==> src/cfbu_defs.svh <==
// Offsets, field positions, reset values and cycle counts of the flow-control unit.
`ifndef CFBU_DEFS_SVH
`define CFBU_DEFS_SVH

`define CFBU_OFF_CTRL      8'h00
`define CFBU_OFF_INSTR     8'h04
`define CFBU_OFF_TARGET    8'h08
`define CFBU_OFF_PC        8'h0c
`define CFBU_OFF_OPND      8'h10
`define CFBU_OFF_ZPTR      8'h14
`define CFBU_OFF_FLAGS     8'h18
`define CFBU_OFF_STATUS    8'h1c

`define CFBU_CTRL_START    0
`define CFBU_INSTR_NEXT2   16

`define CFBU_FLG_C         0
`define CFBU_FLG_Z         1
`define CFBU_FLG_N         2
`define CFBU_FLG_V         3
`define CFBU_FLG_S         4
`define CFBU_FLG_H         5
`define CFBU_FLG_T         6
`define CFBU_FLG_I         7

`define CFBU_ST_BUSY       0
`define CFBU_ST_DONE       1
`define CFBU_ST_HIT        2
`define CFBU_ST_ILLEGAL    3

`define CFBU_RST_PC        16'h0000
`define CFBU_RST_FLAGS     8'h00
`define CFBU_RST_WORD      32'h0000_0000

`define CFBU_CYC_ONE       3'h1
`define CFBU_CYC_BRANCH    3'h2
`define CFBU_CYC_SKIP1     3'h2
`define CFBU_CYC_SKIP2     3'h3
`define CFBU_CYC_RELATIVE_CALL     3'h3
`define CFBU_CYC_ZCALL     3'h3
`define CFBU_CYC_DCALL     3'h4
`define CFBU_CYC_RET       3'h4

`define CFBU_RESP_OKAY     2'h0
`define CFBU_RESP_SLVERR   2'h2

`endif

==> src/cfbu_pkg.sv <==
// Types shared by the flow-control unit.
package cfbu_pkg;

   typedef enum logic [1:0] {
      CFBU_IDLE = 2'b01,
      CFBU_RUN  = 2'b10
   } cfbu_state_t;

endpackage

==> src/cfbu_stack_mem.sv <==
// Return-address stack memory with registered read data.
`timescale 1ns/10ps
module cfbu_stack_mem
   import cfbu_pkg::*;
(
   input  wire logic        clk_i,
   input  wire logic        we_i,
   input  wire logic [3:0]  waddr_i,
   input  wire logic [15:0] wdata_i,
   input  wire logic [3:0]  raddr_i,
   output logic      [15:0] rdata_o
);

   logic [15:0] mem_r [0:15];

   always_ff @(posedge clk_i)
   begin
      if (we_i)
      begin
         mem_r[waddr_i] <= wdata_i;
      end
   end

   // No reset: contents are only meaningful after a push.
   always_ff @(posedge clk_i)
   begin
      rdata_o <= mem_r[raddr_i];
   end

endmodule

==> src/cfbu_top.sv <==
// Flow-control unit: calls, returns, compares, skips and flag branches over AXI4-Lite.
// Operation
// - Calls jump relative, via pointer, or direct; 3/3/4.
// - Compares set Z N V C H, no write, 1.
// - Equal compare skips next; flags stay unchanged.
// - Register bit test skips on clear or set.
// - I/O bit test skips on clear or set.
// - Taken skip adds 2 or 3 words.
// - Generic branch selects flag, tests set or clear.
// - Taken branch adds offset plus one, 2; else 1.
// - Dedicated branches test zero, carry, negative flags.
// - Same-or-higher equals carry clear; lower equals set.
// - Signed branches use negative XOR overflow.
// - Half-carry branches test H one or zero.
// - Transfer-bit branches test T one or zero.
`timescale 1ns/10ps
`include "cfbu_defs.svh"
module cfbu_top
   import cfbu_pkg::*;
(
   input  wire logic        clk_i,
   input  wire logic        rst_b_i,
   input  wire logic [7:0]  s_axi_awaddr_i,
   input  wire logic        s_axi_awvalid_i,
   output logic             s_axi_awready_o,
   input  wire logic [31:0] s_axi_wdata_i,
   input  wire logic [3:0]  s_axi_wstrb_i,
   input  wire logic        s_axi_wvalid_i,
   output logic             s_axi_wready_o,
   output logic [1:0]       s_axi_bresp_o,
   output logic             s_axi_bvalid_o,
   input  wire logic        s_axi_bready_i,
   input  wire logic [7:0]  s_axi_araddr_i,
   input  wire logic        s_axi_arvalid_i,
   output logic             s_axi_arready_o,
   output logic [31:0]      s_axi_rdata_o,
   output logic [1:0]       s_axi_rresp_o,
   output logic             s_axi_rvalid_o,
   input  wire logic        s_axi_rready_i
);

   logic [7:0]  aw_addr_r;
   logic [31:0] w_data_r;
   logic [3:0]  w_strb_r;
   logic        wr_fire;
   logic        wr_hit;
   logic [31:0] wmask;
   logic [31:0] instr_r;
   logic [31:0] target_r;
   logic [15:0] pc_r;
   logic [31:0] opnd_r;
   logic [15:0] zptr_r;
   logic [7:0]  flags_r;
   logic        done_r;
   logic        hit_r;
   logic        illegal_r;
   logic [2:0]  cyc_r;
   logic [2:0]  cnt_r;
   logic [3:0]  sp_r;
   cfbu_state_t state_r;
   logic        start;
   logic        commit;
   logic [15:0] stack_rdata;
   logic [31:0] rd_mux;
   logic        rd_ok;
   logic [15:0] res_pc;
   logic [15:0] res_pc_r;
   logic [7:0]  res_flags;
   logic [7:0]  res_flags_r;
   logic [2:0]  cycles;
   logic        push;
   logic        pop;
   logic        pop_r;
   logic        set_i;
   logic        set_i_r;
   logic [15:0] ret_addr;
   logic        hit;
   logic        illegal;
   logic [7:0]  cmp_a;
   logic [7:0]  cmp_b;
   logic        cmp_cin;
   logic [7:0]  diff;
   logic [7:0]  fsel;
   logic        cond;
   logic [15:0] skip_pc;
   logic [2:0]  skip_cyc;

   assign wr_fire = ~s_axi_awready_o & ~s_axi_wready_o & ~s_axi_bvalid_o;

   genvar gi;
   generate
      for (gi = 0; gi < 4; gi = gi + 1)
      begin : g_strb
         assign wmask[gi*8 +: 8] = {8{w_strb_r[gi]}};
      end
   endgenerate

   always_comb
   begin
      wr_hit = 1'b1;
      unique case (aw_addr_r)
         `CFBU_OFF_CTRL, `CFBU_OFF_INSTR, `CFBU_OFF_TARGET, `CFBU_OFF_PC,
         `CFBU_OFF_OPND, `CFBU_OFF_ZPTR, `CFBU_OFF_FLAGS, `CFBU_OFF_STATUS: wr_hit = 1'b1;
         default: wr_hit = 1'b0;
      endcase
   end

   // Address and data are taken independently; the write happens once both are held.
   always_ff @(posedge clk_i or negedge rst_b_i)
   begin
      if (!rst_b_i)
      begin
         s_axi_awready_o <= 1'b1;
         s_axi_wready_o  <= 1'b1;
         s_axi_bvalid_o  <= 1'b0;
         s_axi_bresp_o   <= `CFBU_RESP_OKAY;
         aw_addr_r       <= 8'h00;
         w_data_r        <= `CFBU_RST_WORD;
         w_strb_r        <= 4'h0;
      end
      else
      begin
         if (s_axi_awvalid_i && s_axi_awready_o)
         begin
            aw_addr_r       <= s_axi_awaddr_i;
            s_axi_awready_o <= 1'b0;
         end
         if (s_axi_wvalid_i && s_axi_wready_o)
         begin
            w_data_r       <= s_axi_wdata_i;
            w_strb_r       <= s_axi_wstrb_i;
            s_axi_wready_o <= 1'b0;
         end
         if (wr_fire)
         begin
            s_axi_bvalid_o <= 1'b1;
            s_axi_bresp_o  <= wr_hit ? `CFBU_RESP_OKAY : `CFBU_RESP_SLVERR;
         end
         if (s_axi_bvalid_o && s_axi_bready_i)
         begin
            s_axi_bvalid_o  <= 1'b0;
            s_axi_awready_o <= 1'b1;
            s_axi_wready_o  <= 1'b1;
         end
      end
   end

   // Operand registers are frozen while an instruction runs, so a late write cannot tear it.
   always_ff @(posedge clk_i or negedge rst_b_i)
   begin
      if (!rst_b_i)
      begin
         instr_r  <= `CFBU_RST_WORD;
         target_r <= `CFBU_RST_WORD;
         opnd_r   <= `CFBU_RST_WORD;
         zptr_r   <= `CFBU_RST_PC;
      end
      else if (wr_fire && state_r == CFBU_IDLE)
      begin
         unique case (aw_addr_r)
            `CFBU_OFF_INSTR:  instr_r  <= (instr_r & ~wmask) | (w_data_r & wmask);
            `CFBU_OFF_TARGET: target_r <= (target_r & ~wmask) | (w_data_r & wmask);
            `CFBU_OFF_OPND:   opnd_r   <= (opnd_r & ~wmask) | (w_data_r & wmask);
            `CFBU_OFF_ZPTR:   zptr_r   <= (zptr_r & ~wmask[15:0]) | (w_data_r[15:0] & wmask[15:0]);
            default:          ;
         endcase
      end
   end

   assign start = wr_fire && state_r == CFBU_IDLE && aw_addr_r == `CFBU_OFF_CTRL
                  && w_strb_r[0] && w_data_r[`CFBU_CTRL_START];
   assign commit = state_r == CFBU_RUN && cnt_r == 3'd1;

   // Subtraction for the flag-setting compares (the equal compare tests equality); no register is ever written with the result.
   always_comb
   begin
      cmp_a   = opnd_r[7:0];
      cmp_b   = (instr_r[15:12] == 4'h3) ? {instr_r[11:8], instr_r[3:0]} : opnd_r[15:8];
      cmp_cin = (instr_r[15:10] == 6'b000001) ? flags_r[`CFBU_FLG_C] : 1'b0;
      diff    = cmp_a - cmp_b - {7'h00, cmp_cin};
   end

   // The S slot carries N xor V directly, so signed branches never trust a stale S.
   assign fsel = {flags_r[7:5], flags_r[`CFBU_FLG_N] ^ flags_r[`CFBU_FLG_V], flags_r[3:0]};
   assign cond = fsel[instr_r[2:0]];
   assign skip_pc  = pc_r + (instr_r[`CFBU_INSTR_NEXT2] ? 16'h0003 : 16'h0002);
   assign skip_cyc = instr_r[`CFBU_INSTR_NEXT2] ? `CFBU_CYC_SKIP2 : `CFBU_CYC_SKIP1;

   always_comb
   begin
      res_pc    = pc_r + 16'h0001;
      res_flags = flags_r;
      cycles    = `CFBU_CYC_ONE;
      push      = 1'b0;
      pop       = 1'b0;
      set_i     = 1'b0;
      ret_addr  = pc_r + 16'h0001;
      hit       = 1'b0;
      illegal   = 1'b0;
      casez (instr_r[15:0])
         16'b1101_????_????_????:
         begin
            res_pc = pc_r + {{4{instr_r[11]}}, instr_r[11:0]} + 16'h0001;
            cycles = `CFBU_CYC_RELATIVE_CALL;
            push   = 1'b1;
         end
         16'b1001_0101_0000_1001:
         begin
            res_pc = zptr_r;
            cycles = `CFBU_CYC_ZCALL;
            push   = 1'b1;
         end
         16'b1001_010?_????_111?:
         begin
            res_pc   = target_r[15:0];
            cycles   = `CFBU_CYC_DCALL;
            push     = 1'b1;
            ret_addr = pc_r + 16'h0002;
         end
         16'b1001_0101_0000_1000:
         begin
            cycles = `CFBU_CYC_RET;
            pop    = 1'b1;
         end
         16'b1001_0101_0001_1000:
         begin
            cycles = `CFBU_CYC_RET;
            pop    = 1'b1;
            set_i  = 1'b1;
         end
         16'b0001_00??_????_????:
         begin
            hit = opnd_r[7:0] == opnd_r[15:8];
         end
         16'b0000_01??_????_????, 16'b0001_01??_????_????, 16'b0011_????_????_????:
         begin
            res_flags[`CFBU_FLG_N] = diff[7];
            res_flags[`CFBU_FLG_Z] = (diff == 8'h00)
                                     && (flags_r[`CFBU_FLG_Z] || instr_r[12]);
            res_flags[`CFBU_FLG_V] = (cmp_a[7] & ~cmp_b[7] & ~diff[7])
                                     | (~cmp_a[7] & cmp_b[7] & diff[7]);
            res_flags[`CFBU_FLG_C] = (~cmp_a[7] & cmp_b[7]) | (cmp_b[7] & diff[7])
                                     | (diff[7] & ~cmp_a[7]);
            res_flags[`CFBU_FLG_H] = (~cmp_a[3] & cmp_b[3]) | (cmp_b[3] & diff[3])
                                     | (diff[3] & ~cmp_a[3]);
            res_flags[`CFBU_FLG_S] = res_flags[`CFBU_FLG_N] ^ res_flags[`CFBU_FLG_V];
         end
         16'b1111_11??_????_0???:
         begin
            hit = opnd_r[instr_r[2:0]] == instr_r[9];
         end
         16'b1001_10?1_????_????:
         begin
            hit = opnd_r[16 + {29'h0, instr_r[2:0]}] == instr_r[9];
         end
         16'b1111_0???_????_????:
         begin
            hit = cond ^ instr_r[10];
            if (hit)
            begin
               res_pc = pc_r + {{9{instr_r[9]}}, instr_r[9:3]} + 16'h0001;
               cycles = `CFBU_CYC_BRANCH;
            end
         end
         default:
         begin
            illegal = 1'b1;
         end
      endcase
      // Skips share one exit: only the program counter and the time change.
      if (hit && (instr_r[15:12] != 4'hf || instr_r[11]))
      begin
         res_pc = skip_pc;
         cycles = skip_cyc;
      end
   end

   always_ff @(posedge clk_i or negedge rst_b_i)
   begin
      if (!rst_b_i)
      begin
         state_r     <= CFBU_IDLE;
         cnt_r       <= 3'd0;
         cyc_r       <= 3'd0;
         res_pc_r    <= `CFBU_RST_PC;
         res_flags_r <= `CFBU_RST_FLAGS;
         pop_r       <= 1'b0;
         set_i_r     <= 1'b0;
         hit_r       <= 1'b0;
         illegal_r   <= 1'b0;
      end
      else
      begin
         unique case (state_r)
            CFBU_IDLE:
            begin
               if (start)
               begin
                  state_r     <= CFBU_RUN;
                  cnt_r       <= cycles;
                  cyc_r       <= cycles;
                  res_pc_r    <= res_pc;
                  res_flags_r <= res_flags;
                  pop_r       <= pop;
                  set_i_r     <= set_i;
                  hit_r       <= hit;
                  illegal_r   <= illegal;
               end
            end
            CFBU_RUN:
            begin
               cnt_r <= cnt_r - 3'd1;
               if (commit)
               begin
                  state_r <= CFBU_IDLE;
               end
            end
         endcase
      end
   end

   // Program counter and flags move at the last cycle of an instruction, or on a bus write while idle.
   always_ff @(posedge clk_i or negedge rst_b_i)
   begin
      if (!rst_b_i)
      begin
         pc_r    <= `CFBU_RST_PC;
         flags_r <= `CFBU_RST_FLAGS;
      end
      else if (commit)
      begin
         pc_r    <= pop_r ? stack_rdata : res_pc_r;
         flags_r <= res_flags_r | (set_i_r ? 8'h80 : 8'h00);
      end
      else if (wr_fire && state_r == CFBU_IDLE)
      begin
         if (aw_addr_r == `CFBU_OFF_PC)
         begin
            pc_r <= (pc_r & ~wmask[15:0]) | (w_data_r[15:0] & wmask[15:0]);
         end
         if (aw_addr_r == `CFBU_OFF_FLAGS && w_strb_r[0])
         begin
            flags_r <= w_data_r[7:0];
         end
      end
   end

   always_ff @(posedge clk_i or negedge rst_b_i)
   begin
      if (!rst_b_i)
      begin
         done_r <= 1'b0;
         sp_r   <= 4'h0;
      end
      else
      begin
         if (start)
         begin
            done_r <= 1'b0;
            sp_r   <= push ? sp_r + 4'h1 : (pop ? sp_r - 4'h1 : sp_r);
         end
         else if (commit)
         begin
            done_r <= 1'b1;
         end
      end
   end

   // The stack wraps after sixteen nested calls; deeper nesting overwrites the oldest entry.
   cfbu_stack_mem u_stack (
      .clk_i   (clk_i),
      .we_i    (start & push),
      .waddr_i (sp_r),
      .wdata_i (ret_addr),
      .raddr_i (sp_r),
      .rdata_o (stack_rdata)
   );

   always_comb
   begin
      rd_ok  = 1'b1;
      rd_mux = `CFBU_RST_WORD;
      unique case (s_axi_araddr_i)
         `CFBU_OFF_CTRL:   rd_mux = `CFBU_RST_WORD;
         `CFBU_OFF_INSTR:  rd_mux = instr_r;
         `CFBU_OFF_TARGET: rd_mux = target_r;
         `CFBU_OFF_PC:     rd_mux = {16'h0000, pc_r};
         `CFBU_OFF_OPND:   rd_mux = opnd_r;
         `CFBU_OFF_ZPTR:   rd_mux = {16'h0000, zptr_r};
         `CFBU_OFF_FLAGS:  rd_mux = {24'h000000, flags_r};
         `CFBU_OFF_STATUS: rd_mux = {12'h000, sp_r, 5'h00, cyc_r, 4'h0, illegal_r, hit_r,
                                     done_r, state_r == CFBU_RUN};
         default:
         begin
            rd_ok = 1'b0;
         end
      endcase
   end

   always_ff @(posedge clk_i or negedge rst_b_i)
   begin
      if (!rst_b_i)
      begin
         s_axi_arready_o <= 1'b1;
         s_axi_rvalid_o  <= 1'b0;
         s_axi_rdata_o   <= `CFBU_RST_WORD;
         s_axi_rresp_o   <= `CFBU_RESP_OKAY;
      end
      else if (s_axi_arvalid_i && s_axi_arready_o)
      begin
         s_axi_arready_o <= 1'b0;
         s_axi_rvalid_o  <= 1'b1;
         s_axi_rdata_o   <= rd_mux;
         s_axi_rresp_o   <= rd_ok ? `CFBU_RESP_OKAY : `CFBU_RESP_SLVERR;
      end
      else if (s_axi_rvalid_o && s_axi_rready_i)
      begin
         s_axi_arready_o <= 1'b1;
         s_axi_rvalid_o  <= 1'b0;
      end
   end

endmodule

==> config.mk <==
export PLATFORM = sky130hd
export DESIGN_NAME = cfbu_top
export DESIGN_NICKNAME = d
export VERILOG_FILES = /design/src/cfbu_pkg.sv /design/src/cfbu_stack_mem.sv /design/src/cfbu_top.sv
export VERILOG_INCLUDE_DIRS = /design/src
export SDC_FILE = /design/constraint.sdc
export NUM_CORES = 1
export LEC_CHECK = 0
export BUFFER_PORTS_ARGS = -buffer_cell sky130_fd_sc_hd__buf_2
export CORE_ASPECT_RATIO = 0.7
export CORE_MARGIN = 2
export CORE_UTILIZATION = 55
export DETAILED_ROUTE_END_ITERATION = 16
export PLACE_DENSITY = 0.72
export SYNTH_ARGS = -nofsm -noshare
export SYNTH_HDL_FRONTEND = slang
export SYNTH_SLANG_ARGS = --single-unit
==> constraint.sdc <==
create_clock -name clk_i -period 8.35 [get_ports clk_i]
set_clock_uncertainty 0.2 [all_clocks]
set_input_delay 1.2525 -clock clk_i [delete_from_list [all_inputs] [get_ports clk_i]]
set_output_delay 1.2525 -clock clk_i [all_outputs]
set_load 0.1 [all_outputs]
After elaboration in Yosys (flattened, before gate mapping)

Memories as Yosys holds them, arrays and structs flattened. A register that Yosys moved wholly into a read port is not among the register bits.
Cells that the tools add are included.

Multipliers: 0
$lt $le $gt $ge: 3
Shift-type cells: 0
Add/subtract/negate cells: 13
Reduce and logical (&&, ||, !) cells: 44
Equal/unequal tests: 34
Muxes and demuxes: 57
Divide/modulo/power cells: 0
Bitwise operators: 42

Operator list:

| cell                  | count |
|---|---|
| $pmux 32 s7           | 1 |
| $and 32x32->32        | 4 |
| $mux 16               | 7 |
| $or 32x32->32         | 3 |
| $pmux 16 s4           | 1 |
| $eq 8x5->1 const B    | 7 |
| $add 16x1->16 const B | 3 |
| $and 16x16->16        | 3 |
| $eq 16x16->1 const B  | 3 |
| $mux 8                | 5 |
| $add 16x16->16        | 2 |
| $eq 8x4->1 const B    | 4 |
| $not 32->32           | 1 |
| $or 16x16->16         | 2 |
| $mux 1                | 26 |
| $logic_not 8->1       | 3 |
| $reduce_and 2->1      | 9 |
| $reduce_bool 2->1     | 9 |
| $add 16x2->16         | 1 |
| $add 16x2->16 const B | 1 |
| $eq 8x3->1 const B    | 2 |
| $not 16->16           | 1 |
| $eq 7x7->1 const B    | 2 |
| $logic_and 1x1->1     | 13 |
| 43 further kinds      | 80 |

Memory bits (read-only): 32
Memories kept: 2
Memory bits (writable): 256
Word-level logic and storage cells: 223
Latch bits: 0
Flip-flop bits (word level): 262
Output and inout port bits: 41

Memories:

| memory          | depth | width | rd ports | clocked after memory_dff | write ports | RTL line             | text |
|---|---|---|---|---|---|---|---|
| u_stack.mem_r   | 16    | 16    | 1        | 1                        | 1           | cfbu_stack_mem.sv:14 | `logic [15:0] mem_r [0:15];` |
| (no name shown) | 32    | 1     | 1        | 0                        | 0           | cfbu_top.sv:101      | `unique case (aw_addr_r)` |

Longest topological paths before layout

Gate-level depths: netlist (run 1).

Word-level depth: 10
Mapped depth: 16
Depth with buffers taken out: 14

Modules after synthesis

From an unflattened synthesis (run 1), not the netlist that was laid out.

Cells, all modules: 1926
Area, all modules: 25313.0 um^2

By module, submodules not included:

| module         | sequential area each (um^2) | area each (um^2) | cells an instance | times used |
|---|---|---|---|---|
| cfbu_top       | 6511.2                      | 15270.9          | 1494              | 1 |
| cfbu_stack_mem | 8007.7                      | 10042.1          | 432               | 1 |

Least setup slack after synthesis (run 1)

OpenSTA, ideal clock, no wires.

Kind: register to register
Start point: register (tool-made name)
End point: register res_flags_r[1]
Path buffers: 2
Stages on the path, launching flop included: 17
Arrival time: 3765 ps
Setup slack: 4320 ps
Period minus slack after synthesis: 4030 ps
Data required time: 8085 ps
Cells stage by stage: dfrtp_1 -> buf_2 -> nor2_1 -> and2_1 -> clkbuf_1 -> mux2_2 -> fa_1 -> inv_1 -> ha_1 -> o21ai_0 -> a21boi_0 -> o21ai_0 -> mux2_2 -> o31ai_1 -> a32oi_1 -> a2111oi_0 -> o221a_2

RTL lines:

| item                 | RTL line        | text |
|---|---|---|
| to (signal assigned) | cfbu_top.sv:286 | `` res_flags_r <= `CFBU_RST_FLAGS; `` |
| to (signal assigned) | cfbu_top.sv:303 | `res_flags_r <= res_flags;` |
| to (decl)            | cfbu_top.sv:69  | `logic [7:0] res_flags_r;` |

==> flow_metrics.py, run 1 <==
metrics = {
    "sta": {
        "period_share_pct": 56.5,
        "hold_viol": 0,
        "timing.slew.headroom_pct": 8.25,
        "finalMaxSlewViolations": 0,
        "max_freq_mhz": 212,
        "rsz0062_at_grt": "no",
        "setup_viol": 0,
        "fin_tns_setup_ns": 0,
        "tightest_slew_ns": 1.37,
        "period_minus_slack_ns": 4.72,
    },
    "critical_path": {
        "start_kind": "flop",
        "rrSetupSlack_ns": 3.63,
        "worstPathRequired_ns": 8.36,
        "regToRegEndpoint": "u_stack.mem_r[3][13]",
        "crit_type": "reg -> reg",
        "end_kind": "flop",
        "r2r_cells": 7,
        "cp.arrival_ns": 4.73,
        "crit_fanout": 24,
    },
    "global_routing": {
        "grt_pass1_wl_microns": 101000,
        "grt_util_all_layers_pct": 28.1,
        "use_met2_pct": 40.5,
        "gr-total-overflow": 0,
        "grt_max_degree": 185,
        "antenna_found_initial": 2,
        "grt_busiest_layer": "met1",
        "grt_util_met1_pct": 43.9,
        "grt_pass1_vias": 16321,
        "use_met3_pct": 5.74,
    },
    "logic_synthesis": {
        "avgSynthCellArea_sq_um": 13.7,
        "synth_top_area_share_pct": 30.5,
        "ys_types": 83,
        "synth-edff-count": 256,
        "synth_warnings": 0,
        "ys_top_cells_by_count": "dfrtp_1, edfxtp_1, mux2_2",
        "netlist_top_cells_area": "edfxtp_1, dfrtp_1, mux2_2, mux4_2, mux2i_1",
        "yosysSeqAreaShare_pct": 57.6,
        "syn_area_sq_mm": 0.0252,
        "ys.flop_type": "edfxtp_1",
        "synthCells": 1844,
        "synth_area_leader_cell": "edfxtp_1",
        "async_flop_share_pct": 48.9,
        "ys_ff_latch": 532,
    },
    "layout": {
        "nNetsFinal": 2035,
        "syn2layout_area_growth_pct": 11.7,
        "nFillCells": 3334,
        "drive_gt1_share_pct": 26.1,
    },
    "route": {
        "drcViolationCount": 0,
        "vias": 16612,
        "postRouteAntennaNets": 0,
        "via_per_inst": 6.48,
        "drtIter0Drc": 2148,
        "drtPass1Iterations": 11,
        "wl_per_cell_microns": 25.8,
        "routed_wl_microns": 66100,
    },
    "min_path": {
        "hold_depth": 2,
        "min_from": "res_flags_r[6]",
        "min_to": "res_flags_r[6]",
        "hold_class": "reg -> reg",
    },
    "cts": {
        "ctsHoldBuffers": 0,
        "clock-sinks": 532,
        "cts_resized": 0,
        "cts_setup_buffers": 0,
        "clkLatencyLatePin_ns": 0.60,
        "cts_tree": "built",
        "ctsLongestPathBuffers": 3,
        "path_clk_slew_ns": 0.07,
        "htree_num_levels": 2,
        "cts_buffers": 50,
        "cts_root_buf": "clkbuf_16",
    },
    "pwr": {
        "peakVddDrop_uv": 192,
        "fin_total_pwr_mw": 6.34,
        "p_leak_nw": 11.3,
        "pwr_density_cell_mw_per_mm2": 225,
    },
    "job": {
        "maxCapViolations": 0,
    },
    "die": {
        "core_area_sq_mm": 0.0451,
        "initial_core_util_pct": 55.9,
        "die_area_sq_mm": 0.0476,
        "die_w_microns": 260,
        "rows": 65,
        "die_y_microns": 183,
        "ios": 100,
    },
    "placed_design": {
        "gp_congestion": 0.949,
        "hpwl_microns": 45300,
        "port-buffer-count": 97,
    },
    "outcome": {
        "status": "finished, final reports clean",
    },
}
-- final cells by class --
type                            count  area (sq um)  area share (%)
Tap cell                          603           754            2.68
Clock inverter                     22           368            1.31
Antenna cell                        1          2.50         0.00889
Multi-Input combinational cell   1158         10100            36.0
Inverter                           44           165           0.587
Clock buffer                       70          1440            5.11
Sequential cell                   532         14500            51.6
Timing Repair Buffer              133           778            2.76
-- routing by layer --
metal / share of wire [%] / vias to the layer above
met5: 0.17 / -
met4: 1.9 / 4
met3: 9.4 / 98
met2: 44 / 849
li1: - / 7162
met1: 45 / 8499
-- per-stage QoR --
step	cells	util, %	hold WS [ns]	instance area, sq um	setup slack [ns]
after global routing	2562	62.4	0.287	28200	3.39
after CTS	2562	62.4	0.273	28200	3.71
final	2563	62.4	0.269	28200	3.63
after global placement	2470	58.4	0.247	26300	3.91
after floorplan	1845	-	0.233	25200	4.32
after detailed placement	2470	58.4	0.259	26300	3.75
-- worst max path at each step --
stage | to | start | cells past startpoint | slack [ns]
2_1_floorplan | res_flags_r[1] | flop | 16 | 4.32
6_report | u_stack.mem_r[3][13] | flop | 7 | 3.63
5_1_grt | u_stack.mem_r[7][13] | flop | 7 | 3.39
3_3_place_gp | u_stack.mem_r[10][13] | flop | 7 | 3.91
3_5_place_dp | u_stack.mem_r[10][13] | flop | 7 | 3.75
4_1_cts | u_stack.mem_r[3][13] | flop | 7 | 3.71
-- cell usage in the layout (no fill, tap or decap), types with 14 or more instances in the layout --
cell type  count
mux4_2        86
mux2i_1       76
a21oi_1       60
a22oi_1       14
buf_4         35
a222oi_1      31
nor3_1        18
mux2_2       176
o21ai_0       93
nand2b_1      16
clkbuf_16     52
dfrtp_1      254
ha_1          52
edfxtp_1     256
nor2_1        88
nor2b_1       17
buf_2         96
nand2_1      121
xnor2_1       43
inv_1         42
dfxtp_1       16
xor2_1        32
-- report_power, final --
part / switching (mW) / internal, mW
Combinational: 0.397 / 0.274
Clock: 0.999 / 1.48
Sequential: 0.251 / 2.93
-- cells by family (layout without fill, tap and decap cells) --
kind of cell	after synthesis	count (layout)	synth area share (%)
DFF	532	532	57.6
muxes	339	339	18.6
and+or+nand+nor	367	367	7.09
buffers and inverters	155	269	2.49
adders and majority gates	57	57	2.98
xor gates and xnor gates	75	75	2.60
other	1	3	0.0149
AOI/OAI and AO/OA	318	318	8.66
-- critical path, cell delays in order, from the launching register on --
cell      delay, ns
dfrtp_1        0.60
nand2b_1       0.30
or4_1          0.58
nor2_4         0.67
o21ai_0        0.30
or3_1          0.53
nor2_1         0.18
xor2_1         0.96
No activity file was read; power rests on OpenSTA's default activity.
==> run 2, diff against run 1 <==
Settings changed: ABC_AREA set to 1.
Clock period 8.35 ns to 4.8 ns, I/O delays scaled along.
==> flow_metrics.py, run 2 <==
metrics = {
    "outcome": {
        "status": "finished, final reports clean",
    },
    "logic_synthesis": {
        "synthCells": 2691,
        "async_flop_share_pct": 48.9,
        "ys_top_cells_by_count": "nand2_1, inv_1, dfrtp_1, edfxtp_1, o21ai_0",
        "synth_top_family_by_area": "simple AND/OR/NAND/NOR gates",
        "synth_compound_area_share_pct": 14.6,
        "synth_area_leader_cell": "edfxtp_1",
        "yosysSeqAreaShare_pct": 56.9,
        "synthSimpleGateAreaFrac_pct": 17.3,
        "synth_top_area_share_pct": 30.1,
        "ys_ff_latch": 532,
        "ys.flop_type": "edfxtp_1",
        "synth_xor_area_share_pct": 1.89,
        "synth_fa_ha_area_share_pct": 2.94,
        "ys_types": 55,
        "synth-edff-count": 256,
        "yosysMostFrequentCell": "nand2_1",
        "avgSynthCellArea_sq_um": 9.48,
        "synth_warnings": 0,
        "syn_area_sq_mm": 0.0255,
        "netlist_top_cells_area": "edfxtp_1, dfrtp_1, nand2_1, o21ai_0, inv_1",
        "synth.area.mux_share_pct": 0.309,
    },
    "die": {
        "die_area_sq_mm": 0.0482,
        "rows": 65,
        "core_area_sq_mm": 0.0455,
        "die_y_microns": 184,
        "ios": 100,
        "die_w_microns": 261,
        "initial_core_util_pct": 56.1,
    },
    "sta": {
        "setup_viol": 0,
        "hold_viol": 0,
        "period_share_pct": 76.7,
        "timing.slew.headroom_pct": 18.3,
        "rsz0062_at_grt": "no",
        "tightest_slew_ns": 1.23,
        "period_minus_slack_ns": 3.68,
        "fin_tns_setup_ns": 0,
        "hold_ws_ns": 0.00643,
        "finalMaxSlewViolations": 0,
        "max_freq_mhz": 272,
    },
    "cts": {
        "cts_buffers": 49,
        "path_clk_slew_ns": 0.07,
        "cts_resized": 0,
        "cts_setup_buffers": 0,
        "cts_tree": "built",
        "ctsLongestPathBuffers": 3,
        "clkLatencyLatePin_ns": 0.61,
        "clock-sinks": 532,
        "htree_num_levels": 2,
        "ctsHoldBuffers": 0,
        "cts_root_buf": "clkbuf_16",
    },
    "placed_design": {
        "hpwl_microns": 67400,
        "gp_congestion": 1.06,
        "port-buffer-count": 97,
        "placedInstanceArea_sq_mm": 0.0267,
    },
    "pwr": {
        "clkPwrFrac_pct": 38.8,
        "p_leak_nw": 12.3,
        "p_seq_share_pct": 47.7,
        "p_sw_mw": 3.25,
        "combPwrFrac_pct": 13.5,
        "peakVddDrop_uv": 415,
        "p_int_mw": 7.87,
        "pwr_density_cell_mw_per_mm2": 390,
        "swShare_pct": 29.2,
    },
    "route": {
        "drtPass1Iterations": 6,
        "drcViolationCount": 0,
        "postRouteAntennaNets": 0,
        "drtIter0Drc": 3360,
        "via_per_inst": 6.27,
        "wl_per_cell_microns": 26.3,
        "vias": 21439,
        "routed_wl_microns": 89800,
    },
    "critical_path": {
        "regToRegEndpoint": "u_stack.mem_r[4][0]",
        "rrSetupSlack_ns": 1.12,
        "critPathCapture": "u_stack.mem_r[4][0]",
        "cp.depth": 13,
        "r2r_cells": 13,
        "worstPathCellList": "inv_1, nand2_1, nor2_1, nand2_1, nor2_1, nand3_2, nand2_2, inv_2, nand2_4, nand2_4, inv_1, nand2_1, nor2_2",
        "crit_slowest_cell": "nor2_2",
        "crit_fanout": 16,
        "cp.arrival_ns": 3.71,
        "path_delay_family": "simple AND/OR/NAND/NOR gates",
        "worstPathRequired_ns": 4.82,
        "start_kind": "flop",
        "end_kind": "flop",
        "crit_type": "reg -> reg",
        "path_common_cell": "nand2_1",
        "cpPeakStageDelay_ns": 0.82,
        "cp_num_buf_inv": 3,
    },
    "global_routing": {
        "gr-total-overflow": 0,
        "grt_pass1_wl_microns": 131000,
        "grt_util_all_layers_pct": 37.7,
        "grt_pass1_vias": 19850,
        "grt_max_degree": 126,
        "antenna_found_initial": 6,
    },
    "job": {
        "maxCapViolations": 0,
    },
    "layout": {
        "syn2layout_area_growth_pct": 11.6,
        "stdcell_area_sq_mm": 0.0285,
        "final_common_cell": "nand2_1",
        "nNetsFinal": 2889,
        "final_cell_mix": "nand2_1, inv_1, dfrtp_1, edfxtp_1, o21ai_0",
        "drive_gt1_share_pct": 11.0,
        "post-route-util_pct": 62.7,
    },
    "min_path": {
        "hold_class": "in -> async",
    },
}
-- run 2: changes by cell type after synthesis, moves of 94 or more --
cell / previous run / this run
nor2_1: 89 / 202
nand3_1: 12 / 130
inv_1: 42 / 273
a21oi_1: 60 / 154
nand2_1: 122 / 572
a22oi_1: 14 / 129
mux2_2: 176 / 7
o21ai_0: 93 / 212
-- run 2: kinds of logic (layout without fill, tap and decap cells) --
family,count (synthesis),in the layout
other,1,3
AO/OA/AOI/OAI,617,617
adder cells (fa/ha/maj),57,57
AND/OR/NAND/NOR,1029,1029
flip-flops,532,532
multiplexers,7,7
XOR/XNOR,55,55
buffers and inverters,393,514
-- run 2: worst reg2reg max path, stage by stage, from the launching register on --
cell and delay [ns]:
dfrtp_1 0.42, inv_1 0.15, nand2_1 0.06, nor2_1 0.19
nand2_1 0.07, nor2_1 0.22, nand3_2 0.33, nand2_2 0.18
inv_2 0.07, nand2_4 0.12, nand2_4 0.09, inv_1 0.11
nand2_1 0.28, nor2_2 0.83
-- run 2: per-layer routing --
layer,part of all wire (%),global-route usage (%)
met1,43,59.8
met2,38,48.1
met3,17,14.6
met4,2.0,7.25
met5,0.014,0
-- run 2: cell type report --
type / instances / area [sq um]
Antenna cell: 1 / 2.50
Clock buffer: 68 / 1400
Clock inverter: 23 / 367
Fill cell: 3784 / 17000
Inverter: 286 / 1080
Multi-Input combinational cell: 1767 / 9550
Sequential cell: 532 / 14500
Tap cell: 603 / 754
Timing Repair Buffer: 137 / 821
-- run 2: worst min-delay path by stage --
stage	end	slack, ns	depth (start not counted)
floorplan	async pin	0.22	0
global placement	s_axi_rdata_o[0]	0.25	1
detailed placement	s_axi_rdata_o[3]	0.27	2
CTS	w_data_r[27]	0.07	1
global route	async pin	0.1	1
finish	w_data_r[27]	0.006	1
-- run 2: power by group through the flow --
stage               clock network, mW  logic [mW]  registers (mW)
floorplan                           0       0.770            5.42
global placement                    0        1.43            5.37
detailed placement                  0        1.46            5.37
CTS                              4.32        1.47            5.28
global route                     4.49        1.62            5.32
finish                           4.31        1.51            5.30
-- run 2: per-stage QoR --
stage                     power (mW)  std cells  setup WS, ns
final                           11.1       3417          1.12
after global routing            11.4       3416         0.930
after CTS                       11.1       3416          1.27
after detailed placement        6.84       3325          1.29
after global placement          6.80       3325          1.37
after floorplan                 6.19       2692          1.64
